## config.mk

```make
export PLATFORM = sky130hd
export DESIGN_NAME = usc_status_control
export DESIGN_NICKNAME = d
export VERILOG_FILES = /design/src/rtl/usc_pkg.sv /design/src/rtl/usc_status_control.sv /design/src/rtl/usc_char_fifo.sv
export VERILOG_INCLUDE_DIRS = /design/src /design/src/rtl
export SDC_FILE = /design/constraint.sdc
export NUM_CORES = 1
export LEC_CHECK = 0
export BUFFER_PORTS_ARGS = -buffer_cell sky130_fd_sc_hd__buf_2
export CAP_MARGIN = 20
export CORE_MARGIN = 5
export CORE_UTILIZATION = 50
export DETAILED_ROUTE_END_ITERATION = 16
export GPL_ROUTABILITY_DRIVEN = 1
export PLACE_DENSITY = 0.75
export SYNTH_ARGS = -nofsm -noshare
export SYNTH_HDL_FRONTEND = slang
export SYNTH_SLANG_ARGS = --single-unit
export TNS_END_PERCENT = 5
```

## constraint.sdc

```tcl
create_clock -name clk_i -period 6 [get_ports clk_i]
set_input_delay 1.2 -clock clk_i [delete_from_list [all_inputs] [get_ports clk_i]]
set_output_delay 1.2 -clock clk_i [all_outputs]
set_load 0.005 [all_outputs]
```

## src/rtl/usc_map.svh

```systemverilog
// Register indices, field positions, reset values and timing counts of the
// serial port status and control block.
// Assumes a 32-bit Wishbone slave decoding word indices from adr[4:2].
`ifndef USC_MAP_SVH
`define USC_MAP_SVH

`define USC_IDX_STATUS   3'h0
`define USC_IDX_MODE     3'h1
`define USC_IDX_BAUD     3'h2
`define USC_IDX_TXDATA   3'h3
`define USC_IDX_RXDATA   3'h4

`define USC_STA_ADM      24
`define USC_STA_ADDR     16
`define USC_STA_TXISEL   14
`define USC_STA_TXINV    13
`define USC_STA_RXEN     12
`define USC_STA_BRK      11
`define USC_STA_TXEN     10
`define USC_STA_TXBF     9
`define USC_STA_TX_ALL_EMPTY     8
`define USC_STA_RXISEL   6
`define USC_STA_NINTH_BIT_ADDR_DETECT    5
`define USC_STA_RX_IDLE_FLAG    4
`define USC_STA_PARITY_ERROR_FLAG     3
`define USC_STA_FRAMING_ERROR_FLAG     2
`define USC_STA_OVERRUN_ERROR_FLAG     1
`define USC_STA_RXDA     0

`define USC_MODE_ON      15
`define USC_MODE_INFRARED_CODEC_ENABLE    12
`define USC_MODE_PARITY_DATA_SELECT   1

`define USC_BAUD_RESET   16'h0009
`define USC_TICK_LAST    4'hF
`define USC_TICK_MID     4'h7
`define USC_IR_PULSE     4'h3
`define USC_BITS_BREAK   4'hE
`define USC_BITS_LONG    4'hB
`define USC_BITS_SHORT   4'hA
`define USC_RX_LVL_HIGH  4'h6
`define USC_RX_LVL_HALF  4'h4
`define USC_RX_LVL_ONE   4'h1

`endif

```

## src/rtl/usc_pkg.sv

```systemverilog
// Types shared by the serial port status and control block.
// Assumes nothing beyond a SystemVerilog compiler.
package usc_pkg;
	typedef enum logic [1:0] {
		USC_PD_8N = 2'h0,
		USC_PD_8E = 2'h1,
		USC_PD_8O = 2'h2,
		USC_PD_9N = 2'h3
	} usc_parity_data_select_t;
	typedef enum logic {USC_TX_IDLE, USC_TX_SHIFT} usc_tx_state_t;
	typedef enum logic {USC_RX_IDLE, USC_RX_RECV} usc_rx_state_t;
endpackage

```

## src/rtl/usc_status_control.sv

```systemverilog
// Serial port with its status and control register, reached over Wishbone.
// Assumes the serial input is already synchronous to clk_i and that the
// pin multiplexer hands the pins to the port when the claim outputs are high.
`timescale 1ns/1ps
`include "usc_map.svh"

// Functional notes
// - With auto address detect on, match received address against 8-bit field.
// - TX level select: 10 buffer empty, 01 all sent, 00 space free.
// - Plain signalling: invert bit makes transmit line idle low, else high.
// - Infrared signalling: invert bit makes encoded output idle high, else low.
// - Receiver enable with module on claims receive pin; otherwise pin ignored.
// - Send break: start, twelve zeros, stop; hardware clears bit afterwards.
// - Clearing transmit enable aborts sending, empties buffer, releases pin.
// - Buffer-full flag reads 1 when transmit buffer full, else 0.
// - Transmitter-empty flag reads 1 only when shifter and buffer empty.
// - RX level select: 10 six or more, 01 four or more, 00 one.
// - Nine-bit mode address detect treats bit 8 set as address characters.
// - Receiver idle flag reads 1 while idle, 0 while receiving.
// - Parity error flag reports parity error of current received character.
// - Framing error flag reports framing error of current received character.
// - Overflow sets overrun; software clear empties receive buffer and shifter.
// - Data-available flag reads 1 when receive buffer holds a character.
// - Parity/data select: nine bits, or eight bits odd, even, none.
// - Infrared enable switches both paths to infrared-encoded signalling.
module usc_status_control #(
	parameter int RX_DEPTH = 8,
	parameter int TX_DEPTH = 4
) (
	input  wire logic        clk_i,          // 20 MHz clock
	input  wire logic        rst_i,          // synchronous reset
	input  wire logic        wb_cyc_i,       // bus cycle
	input  wire logic        wb_stb_i,       // bus strobe
	input  wire logic        wb_we_i,        // write enable
	input  wire logic [4:0]  wb_adr_i,       // byte address
	input  wire logic [3:0]  wb_sel_i,       // byte lanes
	input  wire logic [31:0] wb_dat_i,       // write data
	output logic      [31:0] wb_dat_o,       // read data
	output logic             wb_ack_o,       // acknowledge
	input  wire logic        serial_rx_pin_i,// receive line
	output logic             serial_tx_pin_o,// transmit line
	output logic             serial_tx_oe_o, // transmit pin claimed
	output logic             rx_claim_o,     // receive pin claimed
	output logic             tx_irq_o,       // transmit level flag
	output logic             rx_irq_o        // receive level flag
);
	localparam int RCW = $clog2(RX_DEPTH + 1);

	// Control fields of the status, mode and baud registers, and the bus reply state.
	logic        auto_addr_detect_enable_reg;
	logic [7:0]  match_addr_reg;
	logic [1:0]  tx_irq_select_reg;
	logic        tx_polarity_invert_reg;
	logic        rx_enable_reg;
	logic        tx_send_break_reg;
	logic        tx_enable_reg;
	logic [1:0]  rx_irq_select_reg;
	logic        ninth_bit_addr_detect_reg;
	logic        overrun_error_flag_reg;
	logic        module_on_reg;
	logic        infrared_codec_enable_reg;
	logic [1:0]  parity_data_select_reg;
	logic [15:0] baud_div_reg;
	logic        wb_ack_reg;
	logic [31:0] wb_dat_reg;

	logic        acc;
	logic        wr_acc;
	logic [2:0]  idx;
	logic [31:0] status_rd;
	logic [31:0] rd_next;
	logic        nine_bit;
	logic        long_frame;

	assign acc        = wb_cyc_i & wb_stb_i & ~wb_ack_reg;
	assign wr_acc     = acc & wb_we_i;
	assign idx        = wb_adr_i[4:2];
	assign nine_bit   = (parity_data_select_reg == usc_pkg::USC_PD_9N);
	assign long_frame = (parity_data_select_reg != usc_pkg::USC_PD_8N);

	// Parity bit that makes the character even or odd as selected.
	function automatic logic par_bit(input logic [7:0] d, input logic odd);
		par_bit = (^d) ^ odd;
	endfunction

	// Baud tick at sixteen times the bit rate.
	logic [15:0] baud_cnt_reg;
	logic        tick;
	assign tick = (baud_cnt_reg == 16'h0000);
	always_ff @(posedge clk_i) begin
		if (rst_i || !module_on_reg)
			baud_cnt_reg <= 16'h0000;
		else
			baud_cnt_reg <= tick ? baud_div_reg : 16'(baud_cnt_reg - 1'b1);
	end

	// Transmit path.
	logic                 tx_active;
	logic                 tx_push;
	logic                 tx_wr_ready;
	logic                 tx_rd_valid;
	logic                 tx_pop;
	logic [8:0]           tx_head;
	usc_pkg::usc_tx_state_t tx_state_reg;
	logic [13:0]          tx_frame_reg;
	logic [3:0]           tx_bits_reg;
	logic [3:0]           tx_phase_reg;
	logic                 tx_is_break_reg;
	logic                 tx_bit;
	logic                 tx_ir_bit;
	logic                 tx_all_empty;
	logic                 tx_done;
	logic                 tx_start_brk;

	assign tx_active = module_on_reg & tx_enable_reg;
	assign tx_push   = wr_acc && idx == `USC_IDX_TXDATA && wb_sel_i[0];
	assign tx_start_brk = tx_active && tx_state_reg == usc_pkg::USC_TX_IDLE
		&& tx_send_break_reg;
	assign tx_pop = tx_active && tx_state_reg == usc_pkg::USC_TX_IDLE
		&& !tx_send_break_reg && tx_rd_valid;
	assign tx_done = tick && tx_state_reg == usc_pkg::USC_TX_SHIFT
		&& tx_phase_reg == `USC_TICK_LAST && tx_bits_reg == 4'h1;
	assign tx_all_empty = tx_state_reg == usc_pkg::USC_TX_IDLE
		&& !tx_rd_valid;

	usc_char_fifo #(.WIDTH(9), .DEPTH(TX_DEPTH)) u_tx_fifo (
		.clk_i      (clk_i),
		.rst_i      (rst_i),
		.flush_i    (!tx_enable_reg),
		.wr_valid_i (tx_push),
		.wr_ready_o (tx_wr_ready),
		.wr_data_i  (wb_dat_i[8:0]),
		.rd_valid_o (tx_rd_valid),
		.rd_ready_i (tx_pop),
		.rd_data_o  (tx_head),
		.count_o    ()
	);

	always_ff @(posedge clk_i) begin
		if (rst_i || !tx_active) begin
			tx_state_reg    <= usc_pkg::USC_TX_IDLE;
			tx_frame_reg    <= 14'h3FFF;
			tx_bits_reg     <= 4'h0;
			tx_phase_reg    <= 4'h0;
			tx_is_break_reg <= 1'b0;
		end else if (tx_start_brk) begin
			tx_state_reg    <= usc_pkg::USC_TX_SHIFT;
			tx_frame_reg    <= {1'b1, 12'h000, 1'b0};
			tx_bits_reg     <= `USC_BITS_BREAK;
			tx_phase_reg    <= 4'h0;
			tx_is_break_reg <= 1'b1;
		end else if (tx_pop) begin
			tx_state_reg    <= usc_pkg::USC_TX_SHIFT;
			tx_phase_reg    <= 4'h0;
			tx_is_break_reg <= 1'b0;
			if (long_frame) begin
				tx_bits_reg  <= `USC_BITS_LONG;
				tx_frame_reg <= {3'h7, 1'b1, nine_bit ? tx_head[8] :
					par_bit(tx_head[7:0], parity_data_select_reg[1]),
					tx_head[7:0], 1'b0};
			end else begin
				tx_bits_reg  <= `USC_BITS_SHORT;
				tx_frame_reg <= {4'hF, 1'b1, tx_head[7:0], 1'b0};
			end
		end else if (tick && tx_state_reg == usc_pkg::USC_TX_SHIFT) begin
			tx_phase_reg <= 4'(tx_phase_reg + 1'b1);
			if (tx_phase_reg == `USC_TICK_LAST) begin
				tx_frame_reg <= {1'b1, tx_frame_reg[13:1]};
				tx_bits_reg  <= 4'(tx_bits_reg - 1'b1);
				if (tx_bits_reg == 4'h1)
					tx_state_reg <= usc_pkg::USC_TX_IDLE;
			end
		end
	end

	// Infrared pulses mark zero bits for the first three ticks of a bit.
	assign tx_bit    = tx_state_reg == usc_pkg::USC_TX_SHIFT ?
		tx_frame_reg[0] : 1'b1;
	assign tx_ir_bit = tx_state_reg == usc_pkg::USC_TX_SHIFT && !tx_bit
		&& tx_phase_reg < `USC_IR_PULSE;

	always_ff @(posedge clk_i) begin
		if (rst_i) begin
			serial_tx_pin_o <= 1'b1;
			serial_tx_oe_o  <= 1'b0;
		end else begin
			serial_tx_oe_o <= tx_active;
			if (infrared_codec_enable_reg)
				serial_tx_pin_o <= tx_ir_bit ^ tx_polarity_invert_reg;
			else
				serial_tx_pin_o <= tx_bit ^ tx_polarity_invert_reg;
		end
	end

	// Receive path.
	logic                 rx_active;
	logic                 rx_level;
	logic                 rx_sample;
	logic                 ir_seen_reg;
	usc_pkg::usc_rx_state_t rx_state_reg;
	logic [10:0]          rx_shift_register;
	logic [3:0]           rx_bits_reg;
	logic [3:0]           rx_phase_reg;
	logic                 addr_matched_reg;
	logic                 rx_mid;
	logic                 rx_done;
	logic [7:0]           rx_data;
	logic                 rx_ninth;
	logic                 rx_parity_error_flag;
	logic                 rx_framing_error_flag;
	logic                 rx_is_addr;
	logic                 rx_accept;
	logic                 rx_push;
	logic                 rx_wr_ready;
	logic                 rx_rd_valid;
	logic                 rx_pop;
	logic [10:0]          rx_head;
	logic [RCW-1:0]       rx_count;
	logic                 overrun_error_flag_set;
	logic                 overrun_error_flag_sw_clear;

	assign rx_active = module_on_reg & rx_enable_reg;
	assign rx_level  = infrared_codec_enable_reg ?
		~serial_rx_pin_i : serial_rx_pin_i;
	assign rx_sample = infrared_codec_enable_reg ?
		~ir_seen_reg : serial_rx_pin_i;
	assign rx_mid    = tick && rx_state_reg == usc_pkg::USC_RX_RECV
		&& rx_phase_reg == `USC_TICK_MID;
	assign rx_done   = rx_mid && rx_bits_reg == 4'h1;
	assign overrun_error_flag_sw_clear = wr_acc && idx == `USC_IDX_STATUS && wb_sel_i[0]
		&& !wb_dat_i[`USC_STA_OVERRUN_ERROR_FLAG] && overrun_error_flag_reg;

	// The sampled stop bit is not yet in the shifter when rx_done is high.
	assign rx_data  = long_frame ? rx_shift_register[9:2] :
		rx_shift_register[10:3];
	assign rx_ninth = rx_shift_register[10];
	assign rx_parity_error_flag  = long_frame && !nine_bit &&
		(rx_ninth != par_bit(rx_data, parity_data_select_reg[1]));
	assign rx_framing_error_flag  = !rx_sample;
	assign rx_is_addr = nine_bit && rx_ninth;
	always_comb begin
		rx_accept = 1'b1;
		if (nine_bit && ninth_bit_addr_detect_reg) begin
			if (auto_addr_detect_enable_reg)
				rx_accept = rx_is_addr ? (rx_data == match_addr_reg)
					: addr_matched_reg;
			else
				rx_accept = rx_is_addr;
		end
	end
	assign rx_push  = rx_done && rx_accept && !overrun_error_flag_reg;
	assign overrun_error_flag_set = rx_push && !rx_wr_ready;
	assign rx_pop   = acc && !wb_we_i && idx == `USC_IDX_RXDATA;

	usc_char_fifo #(.WIDTH(11), .DEPTH(RX_DEPTH)) u_rx_fifo (
		.clk_i      (clk_i),
		.rst_i      (rst_i),
		.flush_i    (overrun_error_flag_sw_clear),
		.wr_valid_i (rx_push),
		.wr_ready_o (rx_wr_ready),
		.wr_data_i  ({rx_parity_error_flag, rx_framing_error_flag, rx_ninth & nine_bit, rx_data}),
		.rd_valid_o (rx_rd_valid),
		.rd_ready_i (rx_pop),
		.rd_data_o  (rx_head),
		.count_o    (rx_count)
	);

	always_ff @(posedge clk_i) begin
		if (rst_i || rx_mid)
			ir_seen_reg <= 1'b0;
		else if (serial_rx_pin_i)
			ir_seen_reg <= 1'b1;
	end

	always_ff @(posedge clk_i) begin
		if (rst_i || !rx_active || overrun_error_flag_sw_clear) begin
			rx_state_reg      <= usc_pkg::USC_RX_IDLE;
			rx_shift_register <= 11'h000;
			rx_bits_reg       <= 4'h0;
			rx_phase_reg      <= 4'h0;
		end else if (rx_state_reg == usc_pkg::USC_RX_IDLE) begin
			if (!rx_level) begin
				rx_state_reg <= usc_pkg::USC_RX_RECV;
				rx_phase_reg <= 4'h0;
				rx_bits_reg  <= long_frame ? `USC_BITS_LONG : `USC_BITS_SHORT;
			end
		end else if (tick) begin
			rx_phase_reg <= 4'(rx_phase_reg + 1'b1);
			if (rx_mid) begin
				rx_shift_register <= {rx_sample, rx_shift_register[10:1]};
				rx_bits_reg       <= 4'(rx_bits_reg - 1'b1);
				// A start bit that has gone high by mid-bit was a glitch.
				if (rx_bits_reg == 4'h1 ||
				    (rx_sample && rx_bits_reg ==
				     (long_frame ? `USC_BITS_LONG : `USC_BITS_SHORT)))
					rx_state_reg <= usc_pkg::USC_RX_IDLE;
			end
		end
	end

	always_ff @(posedge clk_i) begin
		if (rst_i || !rx_active)
			addr_matched_reg <= 1'b0;
		else if (rx_done && rx_is_addr)
			addr_matched_reg <= (rx_data == match_addr_reg);
	end

	// Register file.
	always_ff @(posedge clk_i) begin
		if (rst_i) begin
			auto_addr_detect_enable_reg <= 1'b0;
			match_addr_reg              <= 8'h00;
			tx_irq_select_reg           <= 2'h0;
			tx_polarity_invert_reg      <= 1'b0;
			rx_enable_reg               <= 1'b0;
			tx_enable_reg               <= 1'b0;
			rx_irq_select_reg           <= 2'h0;
			ninth_bit_addr_detect_reg   <= 1'b0;
			module_on_reg               <= 1'b0;
			infrared_codec_enable_reg   <= 1'b0;
			parity_data_select_reg      <= 2'h0;
			baud_div_reg                <= `USC_BAUD_RESET;
		end else if (wr_acc && idx == `USC_IDX_STATUS) begin
			if (wb_sel_i[3])
				auto_addr_detect_enable_reg <= wb_dat_i[`USC_STA_ADM];
			if (wb_sel_i[2])
				match_addr_reg <= wb_dat_i[`USC_STA_ADDR +: 8];
			if (wb_sel_i[1]) begin
				tx_irq_select_reg      <= wb_dat_i[`USC_STA_TXISEL +: 2];
				tx_polarity_invert_reg <= wb_dat_i[`USC_STA_TXINV];
				rx_enable_reg          <= wb_dat_i[`USC_STA_RXEN];
				tx_enable_reg          <= wb_dat_i[`USC_STA_TXEN];
			end
			if (wb_sel_i[0]) begin
				rx_irq_select_reg         <= wb_dat_i[`USC_STA_RXISEL +: 2];
				ninth_bit_addr_detect_reg <= wb_dat_i[`USC_STA_NINTH_BIT_ADDR_DETECT];
			end
		end else if (wr_acc && idx == `USC_IDX_MODE) begin
			if (wb_sel_i[1]) begin
				module_on_reg             <= wb_dat_i[`USC_MODE_ON];
				infrared_codec_enable_reg <= wb_dat_i[`USC_MODE_INFRARED_CODEC_ENABLE];
			end
			if (wb_sel_i[0])
				parity_data_select_reg <= wb_dat_i[`USC_MODE_PARITY_DATA_SELECT +: 2];
		end else if (wr_acc && idx == `USC_IDX_BAUD) begin
			if (wb_sel_i[1])
				baud_div_reg[15:8] <= wb_dat_i[15:8];
			if (wb_sel_i[0])
				baud_div_reg[7:0] <= wb_dat_i[7:0];
		end
	end

	// Software sets the break request; completion clears it.
	always_ff @(posedge clk_i) begin
		if (rst_i)
			tx_send_break_reg <= 1'b0;
		else if (wr_acc && idx == `USC_IDX_STATUS && wb_sel_i[1])
			tx_send_break_reg <= wb_dat_i[`USC_STA_BRK];
		else if (tx_done && tx_is_break_reg)
			tx_send_break_reg <= 1'b0;
	end

	// The overflow event wins over a software clear in the same cycle.
	always_ff @(posedge clk_i) begin
		if (rst_i)
			overrun_error_flag_reg <= 1'b0;
		else if (overrun_error_flag_set)
			overrun_error_flag_reg <= 1'b1;
		else if (overrun_error_flag_sw_clear)
			overrun_error_flag_reg <= 1'b0;
	end

	always_comb begin
		status_rd = 32'h0000_0000;
		status_rd[`USC_STA_ADM]       = auto_addr_detect_enable_reg;
		status_rd[`USC_STA_ADDR +: 8] = match_addr_reg;
		status_rd[`USC_STA_TXISEL +: 2] = tx_irq_select_reg;
		status_rd[`USC_STA_TXINV]     = tx_polarity_invert_reg;
		status_rd[`USC_STA_RXEN]      = rx_enable_reg;
		status_rd[`USC_STA_BRK]       = tx_send_break_reg;
		status_rd[`USC_STA_TXEN]      = tx_enable_reg;
		status_rd[`USC_STA_TXBF]      = !tx_wr_ready;
		status_rd[`USC_STA_TX_ALL_EMPTY]      = tx_all_empty;
		status_rd[`USC_STA_RXISEL +: 2] = rx_irq_select_reg;
		status_rd[`USC_STA_NINTH_BIT_ADDR_DETECT]     = ninth_bit_addr_detect_reg;
		status_rd[`USC_STA_RX_IDLE_FLAG]     =
			(rx_state_reg == usc_pkg::USC_RX_IDLE);
		status_rd[`USC_STA_PARITY_ERROR_FLAG]      = rx_rd_valid & rx_head[10];
		status_rd[`USC_STA_FRAMING_ERROR_FLAG]      = rx_rd_valid & rx_head[9];
		status_rd[`USC_STA_OVERRUN_ERROR_FLAG]      = overrun_error_flag_reg;
		status_rd[`USC_STA_RXDA]      = rx_rd_valid;
	end

	always_comb begin
		case (idx)
			`USC_IDX_STATUS: rd_next = status_rd;
			`USC_IDX_MODE:   rd_next = {16'h0000, module_on_reg, 2'h0,
				infrared_codec_enable_reg, 9'h000,
				parity_data_select_reg, 1'b0};
			`USC_IDX_BAUD:   rd_next = {16'h0000, baud_div_reg};
			`USC_IDX_RXDATA: rd_next = {23'h000000, rx_head[8:0]};
			default:         rd_next = 32'h0000_0000;
		endcase
	end

	always_ff @(posedge clk_i) begin
		if (rst_i) begin
			wb_ack_reg <= 1'b0;
			wb_dat_reg <= 32'h0000_0000;
		end else begin
			wb_ack_reg <= acc;
			if (acc && !wb_we_i)
				wb_dat_reg <= rd_next;
		end
	end
	assign wb_ack_o = wb_ack_reg;
	assign wb_dat_o = wb_dat_reg;

	always_ff @(posedge clk_i) begin
		if (rst_i) begin
			rx_claim_o <= 1'b0;
			tx_irq_o   <= 1'b0;
			rx_irq_o   <= 1'b0;
		end else begin
			rx_claim_o <= rx_active;
			case (tx_irq_select_reg)
				2'h2:    tx_irq_o <= !tx_rd_valid;
				2'h1:    tx_irq_o <= tx_all_empty;
				2'h0:    tx_irq_o <= tx_wr_ready;
				default: tx_irq_o <= 1'b0;
			endcase
			case (rx_irq_select_reg)
				2'h2:    rx_irq_o <= rx_count >= RCW'(`USC_RX_LVL_HIGH);
				2'h1:    rx_irq_o <= rx_count >= RCW'(`USC_RX_LVL_HALF);
				2'h0:    rx_irq_o <= rx_count >= RCW'(`USC_RX_LVL_ONE);
				default: rx_irq_o <= 1'b0;
			endcase
		end
	end
endmodule // usc_status_control

```

## src/rtl/usc_char_fifo.sv

```systemverilog
// Character FIFO in flip-flops with valid/ready on both sides and a flush.
// Assumes a single clock and a synchronous active-high reset.
`timescale 1ns/1ps
module usc_char_fifo #(
	parameter int WIDTH = 9,
	parameter int DEPTH = 8,
	parameter int CW    = $clog2(DEPTH + 1)
) (
	input  wire logic             clk_i,      // clock
	input  wire logic             rst_i,      // synchronous reset
	input  wire logic             flush_i,    // empty the FIFO
	input  wire logic             wr_valid_i, // push request
	output logic                  wr_ready_o, // space available
	input  wire logic [WIDTH-1:0] wr_data_i,  // push data
	output logic                  rd_valid_o, // data available
	input  wire logic             rd_ready_i, // pop request
	output logic      [WIDTH-1:0] rd_data_o,  // head data
	output logic      [CW-1:0]    count_o     // fill level
);
	localparam int AW = (DEPTH > 1) ? $clog2(DEPTH) : 1;
	logic [WIDTH-1:0] mem_reg [DEPTH];
	logic [AW-1:0]    wr_ptr_reg;
	logic [AW-1:0]    rd_ptr_reg;
	logic [CW-1:0]    count_reg;
	logic             push;
	logic             pop;

	function automatic logic [AW-1:0] ptr_inc(input logic [AW-1:0] p);
		ptr_inc = (p == AW'(DEPTH - 1)) ? '0 : AW'(p + 1'b1);
	endfunction

	assign wr_ready_o = (count_reg != CW'(DEPTH));
	assign rd_valid_o = (count_reg != '0);
	assign rd_data_o  = mem_reg[rd_ptr_reg];
	assign count_o    = count_reg;
	assign push       = wr_valid_i & wr_ready_o;
	assign pop        = rd_ready_i & rd_valid_o;

	always_ff @(posedge clk_i) begin
		if (push)
			mem_reg[wr_ptr_reg] <= wr_data_i;
	end

	always_ff @(posedge clk_i) begin
		if (rst_i || flush_i) begin
			wr_ptr_reg <= '0;
			rd_ptr_reg <= '0;
			count_reg  <= '0;
		end else begin
			if (push)
				wr_ptr_reg <= ptr_inc(wr_ptr_reg);
			if (pop)
				rd_ptr_reg <= ptr_inc(rd_ptr_reg);
			if (push && !pop)
				count_reg <= CW'(count_reg + 1'b1);
			else if (pop && !push)
				count_reg <= CW'(count_reg - 1'b1);
		end
	end
endmodule // usc_char_fifo

```

==> results.tsv <==
metric	value	unit
outcome	finished clean	
Post-Layout Inst Area	13500	sq um
Tcrit/Tclk final	67.8	%
min cycle time layout	4.07	ns
top-count cell post-synth	dfxtp_1	
global-route wire length before repair	42.5	mm
synth warn	0	
hold_buf cts	0	
Flop pwr share	51.4	%
Skew-Pair Late Insertion Delay	0.54	ns
synthesis-to-finish area growth	12.4	%
DP Area	12600	sq um
critical path data arrival time	4.24	ns
DRC	0	
R2R Setup Slk	1.93	ns
RR Startpoint	parity_data_select_reg[1]$_SDFFE_PP0P_	
number of synthesized flops with an enable pin	124	
cell depth of the worst min-delay path	1	
max FFs per register	88	
Die X-Extent	165	um
nets	1177	
CP max stage delay	0.72	ns
Die H	165	um
GRT Util Overall	19.8	%
top cell types by occurrence after synthesis	dfxtp_1 (151), edfxtp_1 (124), nand2_1 (96)	
CP startpoint	parity_data_select_reg[1]$_SDFFE_PP0P_	
largest net degree at the start of global routing	45	
synth top area cells	edfxtp_1 (31%), dfxtp_1 (25%), mux4_2 (5.3%)	
internal power	3.04	mW
Fmax	246	MHz
# fillers	1992	
num rows	56	
# clock sinks	275	
relative slew slack	29.5	%
clock slew at reported path FFs	0.06	ns
CTS tree	done	
share of the synthesized area in the top cell type	31.0	%
final setup margin	1.93	ns
initial antenna violation count	0	
sequential element share of the synthesized area	56.2	%
drt total wl	26.9	mm
Final Hold Fails	0	
clock buffer depth	3	
reg2reg path depth	8	
share of cells above drive strength 1	14.5	%
Worst Hold Class	reg -> reg	
H-tree depth	1	
hold endpoint	wb_ack_o$_SDFF_PP0_	
gp weighted congestion	0.848	
Crit Path Max Fanout	11	
vias per cell	5.64	
Main synth FF type	dfxtp_1	
post-route ant nets	0	
Yosys top cell by area	edfxtp_1	
Critical R2R Capture	u_rx_fifo.mem_reg[5][9]$_DFFE_PP_	
Synth cell types	69	
skew final	0.0182	ns
Num CTS Buffers	28	
crit path capture type	flop	
Multi-input gate area	4900	sq um
Sw Pwr	760	uW
Core Footprint	23500	sq um
crit start category	flop	
Setup Crit Path Kind	reg -> reg	
Mapped Avg Cell Area	11.4	sq um
Starting DRT DRC Count	701	
initial core utilization	51.0	%
CP max stage cell	and4b_1	
Pre-Repair DR Iteration Count	5	
io pins	85	
part of the power in combinational logic	1.9	%
min-delay src	wb_ack_o$_SDFF_PP0_	
global route total overflow	0	
Power Density	281	nW/um^2
Post-synth ARST share	0	%
MaxCap Viol Count	0	
final setup fails	0	
Post-Synthesis Cells	1054	
IR drop worst, VDD	0.000223	V
PortBufs	68	
Yosys reg bits	275	
DP HPWL	18.5	mm
Max Transition Viols Final	0	
final setup TNS	0	ns
RSZ-0062 raised after global routing	false	
clk root buf	clkbuf_16	
clock share of power	46.7	%
synthesized area	12000	sq um
Setup Buffers After CTS	0	
worst slew pin tran	1.05	ns
Resize count post-CTS	0	
Req. time, crit path	6.17	ns
Die ar.	27200	sq um
Placement Setup Slack	2.00	ns
Vias	8132	
crit-path cells	inv_1 > ha_1 > mux2i_1 > xnor2_1 > nor4_1 > a21oi_1 > nor4_4 > and4b_1	
total area of sequential cells	6750	sq um
static leakage	4.78	nW
Final Util	57.3	%
vias in the first global route	7869	
Switching Fraction	20.0	%
post-DR wirelength/cell	18.6	um
-- critical path, delay by kind of cell, from the launching register on --
kind	cells	cell delay, ns
muxes	1	0.47
xor gates and xnor gates	1	0.11
and+or+nand+nor	3	1.67
AOI/OAI and AO/OA	1	0.32
buffers and inverters	1	0.15
adders and majority gates	1	0.58
DFF	1	0.40
-- kinds of logic (layout without fill, tap and decap cells) --
family	after synthesis	after routing	share of synthesized area [%]
compound gates	174	174	9.04
xor+xnor	53	53	3.87
fa+ha+maj	27	27	2.88
buf+inv	94	157	3.28
flops	275	275	56.2
mux	83	83	9.91
other cells	1	8	0.0312
simple gates	347	347	14.8
-- cell type report --
cell class / count / area share [%]
clock inverters: 19 / 1.71
clock buffers: 31 / 5.27
flip-flops and latches: 275 / 50.0
well taps: 319 / 2.96
repair buffers: 74 / 2.86
multi-input cells: 691 / 36.3
inverters: 33 / 0.918
diodes: 1 / 0.0185
-- how the worst max path moves through the flow --
| stage | end | slack (ns) |
|---|---|---|
| 2_1_floorplan | u_tx_fifo.count_o[2]$_SDFFE_PP0P_ | 2.27 |
| 3_5_place_dp | u_rx_fifo.mem_reg[6][1]$_DFFE_PP_ | 2.00 |
| 3_3_place_gp | u_rx_fifo.mem_reg[3][4]$_DFFE_PP_ | 2.10 |
| 4_1_cts | u_rx_fifo.mem_reg[5][9]$_DFFE_PP_ | 1.99 |
| 5_1_grt | u_rx_fifo.mem_reg[6][3]$_DFFE_PP_ | 1.63 |
| 6_report | u_rx_fifo.mem_reg[5][9]$_DFFE_PP_ | 1.93 |
-- cell usage in the layout (no fill, tap or decap), types with 8 or more instances in the layout --
cell type,count
nor3_1,14
a21oi_1,76
inv_1,33
and2_1,13
ha_1,26
nor2b_1,9
nand2_1,96
nand3_1,46
mux4_2,28
o21ai_0,25
xnor2_1,34
edfxtp_1,124
dfxtp_1,151
mux2i_1,50
a211oi_1,18
xor2_1,19
a22oi_1,17
o311ai_0,8
nand2b_1,12
nor2_1,88
buf_2,68
clkbuf_16,28
-- power groups by stage --
| stage | sequential, mW | clock, mW | combinational (mW) |
|---|---|---|---|
| floorplan | 1.99 | 0 | 0.0406 |
| global placement | 1.99 | 0 | 0.0703 |
| detailed placement | 1.99 | 0 | 0.0711 |
| CTS | 1.95 | 1.80 | 0.0718 |
| global route | 1.95 | 1.88 | 0.0792 |
| finish | 1.95 | 1.77 | 0.0726 |
-- through the flow --
| step | power, mW | std cells | hold slack (ns) |
|---|---|---|---|
| CTS | 3.82 | 1442 | 0.439 |
| finish | 3.80 | 1443 | 0.445 |
| global placement | 2.06 | 1392 | 0.419 |
| floorplan | 2.03 | 1060 | 0.431 |
| detailed placement | 2.06 | 1392 | 0.430 |
| global route | 3.91 | 1442 | 0.457 |
-- layer usage --
layer	track usage [%]	vias up	wire length, um
li1	-	3909	-
met1	27.6	3934	11500
met2	32.7	233	12900
met3	2.45	56	1690
met4	6.05	0	737
met5	0	-	0
No activity file was read; power rests on OpenSTA's default activity.
